[config.mk]
export PLATFORM = sky130hd
export DESIGN_NAME = gio_option_config
export DESIGN_NICKNAME = d
export VERILOG_FILES = /design/src/pkg/gio_pkg.sv /design/src/core/gio_option_config.sv
export SDC_FILE = /design/constraint.sdc
export NUM_CORES = 1
export LEC_CHECK = 0
export ABC_AREA = 1
export BUFFER_PORTS_ARGS = -buffer_cell sky130_fd_sc_hd__buf_2
export CAP_MARGIN = 20
export CORE_UTILIZATION = 40
export CTS_BUF_LIST = sky130_fd_sc_hd__clkbuf_16
export DETAILED_ROUTE_END_ITERATION = 10
export GPL_ROUTABILITY_DRIVEN = 0
export PLACE_DENSITY = 0.68
export SLEW_MARGIN = 20
export SYNTH_ARGS = -nofsm -noshare
export SYNTH_HDL_FRONTEND = slang
export SYNTH_SLANG_ARGS = --single-unit
[constraint.sdc]
create_clock -name i_clk -period 1.85 [get_ports i_clk]
set_clock_uncertainty 0.05 [all_clocks]
set_input_delay 0.2775 -clock i_clk [delete_from_list [all_inputs] [get_ports i_clk]]
set_output_delay 0.2775 -clock i_clk [all_outputs]
set_load 0.005 [all_outputs]
[src/pkg/gio_pkg.sv]
package gio_pkg;

  // ----------------------------------------------------------------
  // configuration byte addresses
  // ----------------------------------------------------------------
  localparam logic [7:0] GIO_ADDR_EVENT_PINS = 8'h0E;
  localparam logic [7:0] GIO_ADDR_IRQ_DIR    = 8'h0F;

  // ----------------------------------------------------------------
  // field positions
  // ----------------------------------------------------------------
  localparam int GIO_USER_LSB      = 3;
  localparam int GIO_USER_MSB      = 7;
  localparam int GIO_PIN_LSB       = 0;
  localparam int GIO_PIN_MSB       = 2;
  localparam int GIO_IRQ_IGN_BIT   = 7;
  localparam int GIO_RSVD0_BIT     = 6;
  localparam int GIO_REASON_BIT    = 5;
  localparam int GIO_SPEED_EN_BIT  = 4;
  localparam int GIO_RSVD1_BIT     = 3;
  localparam int GIO_SPEED_PIN     = 2;

  // ----------------------------------------------------------------
  // reset values and unmapped read value
  // ----------------------------------------------------------------
  localparam logic [7:0] GIO_RST_EVENT_PINS = 8'h00;
  localparam logic [7:0] GIO_RST_IRQ_DIR    = 8'h07;
  localparam logic [7:0] GIO_RD_UNMAPPED    = 8'h00;

  // ----------------------------------------------------------------
  // carriers
  // ----------------------------------------------------------------
  typedef struct packed {
    logic       wr;
    logic       rd;
    logic [7:0] addr;
    logic [7:0] wdata;
  } gio_cfg_req_t;

  typedef struct packed {
    logic       valid;
    logic [7:0] data;
  } gio_cfg_rsp_t;

endpackage : gio_pkg

[src/core/gio_option_config.sv]
`timescale 1ns/1ns
// Behaviour
// - user event bits from user_event_and_pin_values bits 7:3
// - output pins driven to written bit level
// - user_event_and_pin_values read returns sampled pin levels
// - ata_irq_and_pin_direction bit7 set ignores storage irq line
// - ata_irq_and_pin_direction bit5 set ignores interrupt reason
// - ata_irq_and_pin_direction bit4 makes pin2 speed indicator
// - direction bits: zero drives, one floats
// - direction bit overrides speed indicator
module gio_option_config
  import gio_pkg::*;
#(
  parameter int PINS = 3
)(
  input  wire logic                  i_clk,
  input  wire logic                  i_reset_n,
  input  wire gio_pkg::gio_cfg_req_t i_cfg_req,
  output gio_pkg::gio_cfg_rsp_t      o_cfg_rsp,
  input  wire logic [PINS-1:0]       i_gpio_in,
  output logic [PINS-1:0]            o_gpio_out,
  output logic [PINS-1:0]            o_gpio_oe,
  input  wire logic                  i_high_speed,
  input  wire logic                  i_storage_irq_line,
  output logic                       o_storage_irq_line,
  output logic [4:0]                 o_user_event_bits,
  output logic                       o_packet_irq_ignore,
  output logic                       o_int_reason_ignore
);
  import gio_pkg::*;

  // ----------------------------------------------------------------
  // parameter check
  // ----------------------------------------------------------------
  generate
    if (PINS != 3)
    begin : g_bad_pins
      $error("gio_option_config: PINS must be 3");
    end
  endgenerate

  // ----------------------------------------------------------------
  // reset release
  // ----------------------------------------------------------------
  logic [1:0] rst_sync_r;
  logic       rst_n;

  always_ff @(posedge i_clk or negedge i_reset_n)
  begin
    if (!i_reset_n)
      rst_sync_r <= 2'h0;
    else
      rst_sync_r <= {rst_sync_r[0], 1'b1};
  end

  assign rst_n = rst_sync_r[1];

  // ----------------------------------------------------------------
  // configuration bytes
  // ----------------------------------------------------------------
  logic [7:0] event_pins_r;
  logic [7:0] irq_dir_r;

  always_ff @(posedge i_clk or negedge rst_n)
  begin
    if (!rst_n)
      event_pins_r <= GIO_RST_EVENT_PINS;
    else if (i_cfg_req.wr && i_cfg_req.addr == GIO_ADDR_EVENT_PINS)
      event_pins_r <= i_cfg_req.wdata;
  end

  // reserved bits stored as written; source keeps them
  always_ff @(posedge i_clk or negedge rst_n)
  begin
    if (!rst_n)
      irq_dir_r <= GIO_RST_IRQ_DIR;
    else if (i_cfg_req.wr && i_cfg_req.addr == GIO_ADDR_IRQ_DIR)
      irq_dir_r <= i_cfg_req.wdata;
  end

  // ----------------------------------------------------------------
  // pin input synchronisers
  // ----------------------------------------------------------------
  logic [PINS-1:0] pin_s1_r;
  logic [PINS-1:0] pin_s2_r;
  logic [PINS-1:0] pin_s3_r;
  logic [PINS-1:0] pin_lvl_r;

  always_ff @(posedge i_clk or negedge rst_n)
  begin
    if (!rst_n)
    begin
      pin_s1_r <= '0;
      pin_s2_r <= '0;
      pin_s3_r <= '0;
    end
    else
    begin
      pin_s1_r <= i_gpio_in;
      pin_s2_r <= pin_s1_r;
      pin_s3_r <= pin_s2_r;
    end
  end

  generate
    for (genvar g = 0; g < PINS; g++)
    begin : g_pin
      always_ff @(posedge i_clk or negedge rst_n)
      begin
        if (!rst_n)
          pin_lvl_r[g] <= 1'b0;
        else if (pin_s2_r[g] == pin_s3_r[g])
          pin_lvl_r[g] <= pin_s3_r[g];
      end
    end
  endgenerate

  // ----------------------------------------------------------------
  // pin drivers
  // ----------------------------------------------------------------
  logic [PINS-1:0] out_nxt;
  logic            speed_mode;

  // direction bit gates the driver, so it wins over the indicator
  assign speed_mode = irq_dir_r[GIO_SPEED_EN_BIT];

  always_comb
  begin
    out_nxt = event_pins_r[GIO_PIN_MSB:GIO_PIN_LSB];
    if (speed_mode)
      out_nxt[GIO_SPEED_PIN] = ~i_high_speed;
  end

  always_ff @(posedge i_clk or negedge rst_n)
  begin
    if (!rst_n)
      o_gpio_out <= '0;
    else
      o_gpio_out <= out_nxt;
  end

  // ----------------------------------------------------------------
  // pin enables
  // ----------------------------------------------------------------
  always_ff @(posedge i_clk or negedge rst_n)
  begin
    if (!rst_n)
      o_gpio_oe <= '0;
    else
      o_gpio_oe <= ~irq_dir_r[GIO_PIN_MSB:GIO_PIN_LSB];
  end

  // ----------------------------------------------------------------
  // option outputs
  // ----------------------------------------------------------------
  always_ff @(posedge i_clk or negedge rst_n)
  begin
    if (!rst_n)
      o_user_event_bits <= '0;
    else
      o_user_event_bits <= event_pins_r[GIO_USER_MSB:GIO_USER_LSB];
  end

  always_ff @(posedge i_clk or negedge rst_n)
  begin
    if (!rst_n)
    begin
      o_packet_irq_ignore <= 1'b0;
      o_int_reason_ignore <= 1'b0;
    end
    else
    begin
      o_packet_irq_ignore <= irq_dir_r[GIO_IRQ_IGN_BIT];
      o_int_reason_ignore <= irq_dir_r[GIO_REASON_BIT];
    end
  end

  // ----------------------------------------------------------------
  // storage irq gate
  // ----------------------------------------------------------------
  always_ff @(posedge i_clk or negedge rst_n)
  begin
    if (!rst_n)
      o_storage_irq_line <= 1'b0;
    else
      o_storage_irq_line <= i_storage_irq_line &
                            ~irq_dir_r[GIO_IRQ_IGN_BIT];
  end

  // ----------------------------------------------------------------
  // read path
  // ----------------------------------------------------------------
  logic [7:0] rdata_nxt;

  always_comb
  begin
    unique case (i_cfg_req.addr)
      GIO_ADDR_EVENT_PINS:
        rdata_nxt = {event_pins_r[GIO_USER_MSB:GIO_USER_LSB],
                     pin_lvl_r};
      GIO_ADDR_IRQ_DIR:
        rdata_nxt = irq_dir_r;
      default:
        rdata_nxt = GIO_RD_UNMAPPED;
    endcase
  end

  always_ff @(posedge i_clk or negedge rst_n)
  begin
    if (!rst_n)
      o_cfg_rsp <= '0;
    else
    begin
      o_cfg_rsp.valid <= i_cfg_req.rd;
      o_cfg_rsp.data  <= i_cfg_req.rd ? rdata_nxt : o_cfg_rsp.data;
    end
  end

endmodule : gio_option_config

==> flow_summary.yaml <==
status:
  run_status: "finished, final reports clean"
die:
  die_h_um: 72.6
  io-pin-count: 48
  coreArea_mm2: 0.00475
  die_area_mm2: 0.00527
  dieWidth_um: 72.6
  num_rows: 25
  start_util_pct: 41.9
synthesis:
  yosys_warnings: 0
  synth_area_leader_cell: "dfrtp_1"
  synthCells: 172
  synth-edff-count: 0
  synth_top_area_share_pct: 62.8
  synthArstFlopShare_pct: 100
  synth_area_leaders: "dfrtp_1 63%, nand2_1 8.9%, o21ai_2 7.0%"
  synth_ff_type: "dfrtp_1"
  syn_avg_cell_area_um2: 11.6
  synth-seq-cells: 53
  synth_cell_types: 17
  synth.most_common_cell: "dfrtp_1"
  synth_seq_area_share_pct: 66.7
  syn_area_mm2: 0.00199
  synth_fp_nets: 197
  synth_common_cells: "50 x dfrtp_1, 47 x nand2_1, 16 x inv_1, 16 x nand3_1, 16 x o21ai_2"
layout:
  syn_to_final_growth_pct: 22.5
  antennaDiodeCount: 0
  drive_gt1_share_pct: 38.2
  final_cells: 292
  num-fill-cells: 470
  seqCellArea_mm2: 0.00133
  nNetsFinal: 249
  fin_util_pct: 51.4
  multiInputGateArea_um2: 558
setup_path:
  critPathRequiredTime_ns: 1.97
  critPathSlowestCell: "nand3_4"
  r2r_slack_ns: 0.92
  endpoint_kind: "register"
  crit_family: "simple AND/OR/NAND/NOR gates"
  max_stage_delay_ns: 0.27
  r2r_end: "o_cfg_rsp[1]$_DFFE_PN0P_"
  reg2regPathDepth: 4
  critical_path_class: "in -> reg"
  worst-path-buf-inv: 2
  crit_path_start_kind: "primary input"
  path_cells: "buf_2 > inv_1 > nand2_1 > nor2_8 > nand3_4 > nand2_1 > o21ai_2"
  reg2reg_from: "irq_dir_r[1]$_DFFE_PN1P_"
  path_max_fanout: 18
  arrival_ns: 1.28
  worst_path_most_repeated_cell: "nand2_1"
grt:
  grt_pass1_vias: 1191
  grt_first_pass_wirelength_mm: 5.54
  antenna_found_initial: 0
  grt.total_usage_pct: 14.3
  grt_overflow: 0
  grt_max_degree: 34
clocking:
  root_buffer: "clkbuf_16"
  clock_path_buffers: 2
  cts_resized: 0
  clk_pin_slew_ns: 0.06
  cts_tree: "built"
  cts_buffers: 5
  clock_latency_ns: 0.28
  cts_sinks: 53
  htreeDepth: 2
placed_design:
  dp_hpwl_mm: 2.30
  port_buffers: 47
  place_inst: 283
sta:
  hold_slack_ns: 0.0467
  layout_min_cycle_time_ns: 1.16
  fin_tns_setup_ns: 0
  rsz0062_at_grt: "no"
  slew_violations: 0
  final-hold-violation-count: 0
  setup_violations: 0
  finalCritPeriodShare_pct: 62.5
  max_freq_mhz: 864
drt:
  drc: 0
  drt-pass1-iter-count: 4
  vias: 1317
  drt-initial-drc-count: 89
  viasPerCell: 4.51
  routedWlPerCell_um: 11.3
  wirelength_mm: 3.29
  ant_nets: 0
power_and_ir_drop:
  internal_power_mw: 1.76
  power_frac_comb_pct: 6.0
  ir_drop_mv: 0.392
  p_sw_share_pct: 21.0
  p_seq_share_pct: 56.1
  power.total_mw: 2.23
  p_per_area_mw_per_mm2: 912
  clkPwrFrac_pct: 37.9
  leakagePower_nw: 1.30
  p_sw_mw: 0.467
worst_hold_path:
  hold_depth: 1
  hp-start: "i_gpio_in[2]"
  worstHoldEndpoint: "pin_s1_r[2]$_DFF_PN0_"
  hp-class: "in -> reg"
flow_run:
  drv_cap: 0
## layout by cell type (no fill, tap or decap)
cell           instances
dfrtp_2                1
nor2_1                 2
conb_1                 1
dfrtp_1               49
nor2_8                 1
a21oi_1                1
nand3_4                2
clkinv_1               1
clkbuf_16              5
nand3_1               16
buf_12                 1
inv_2                  2
dfstp_2                3
nor2_4                 2
nand2_2                6
dlygate4sd3_1          1
nand2_1               47
maj3_1                 3
buf_2                 47
inv_1                 18
o21ai_2               16
## layout make-up
cell class | instances | area share, %
Sequential cell | 53 | 54.5
Clock inverter | 3 | 0.461
Inverter | 18 | 2.77
Multi-Input combinational cell | 97 | 22.8
Tap cell | 67 | 3.43
Clock buffer | 5 | 5.12
Timing Repair Buffer | 49 | 10.9
## state kept, by name, indices dropped and copies added, names as in the netlist, 2 cells and up
signal             count
o_cfg_rsp              9
event_pins_r           8
irq_dir_r              8
o_user_event_bits      5
o_gpio_oe              3
o_gpio_out             3
pin_lvl_r              3
pin_s1_r               3
pin_s2_r               3
pin_s3_r               3
rst_sync_r             2
## logic make-up after synthesis
group	after synthesis	share of synthesized area, %
simple gates	76	19.0
flops	53	66.7
buf+inv	22	5.27
compound gates	17	7.28
fa+ha+maj	3	1.51
other cells	1	0.188
## power groups by stage
stage	Clock [mW]	Sequential (mW)	Combinational, mW
after CTS	0.872	1.25	0.137
after floorplan	0	1.27	0.0630
after global routing	0.920	1.26	0.152
final	0.844	1.25	0.134
after detailed placement	0	1.27	0.134
after global placement	0	1.27	0.132
## routing by layer
layer  track usage (%)  wire length (um)
met1              19.1              1590
met2              21.4              1460
met3              4.56               185
met4              6.54                51
met5                 0                 0
## metrics by stage
stage	setup WS [ns]	instance area, um2
2_1_floorplan	0.221	1990
3_3_place_gp	0.408	2300
3_5_place_dp	0.385	2300
4_1_cts	0.689	2440
5_1_grt	0.579	2440
6_report	0.693	2440
## how the worst max path moves through the flow
stage / start / to / slack [ns] / cells after the start
after floorplan: rst_sync_r[1]$_DFF_PN0_ / event_pins_r[0]$_DFFE_PN0P_ / 0.22 / 0
after global placement: i_cfg_req[14] / irq_dir_r[3]$_DFFE_PN0P_ / 0.41 / 7
after detailed placement: i_cfg_req[14] / irq_dir_r[3]$_DFFE_PN0P_ / 0.39 / 7
after CTS: i_cfg_req[14] / irq_dir_r[3]$_DFFE_PN0P_ / 0.69 / 7
after global routing: i_cfg_req[14] / irq_dir_r[3]$_DFFE_PN0P_ / 0.58 / 7
final: i_cfg_req[14] / irq_dir_r[3]$_DFFE_PN0P_ / 0.69 / 7
## what timing repair did
action,in CTS,in global routing
hold buffers,1,0
setup buffers,0,0
endpoints found under the hold margin,2,0
endpoints found under the setup margin,0,0
(Power assumes the default switching activity.)
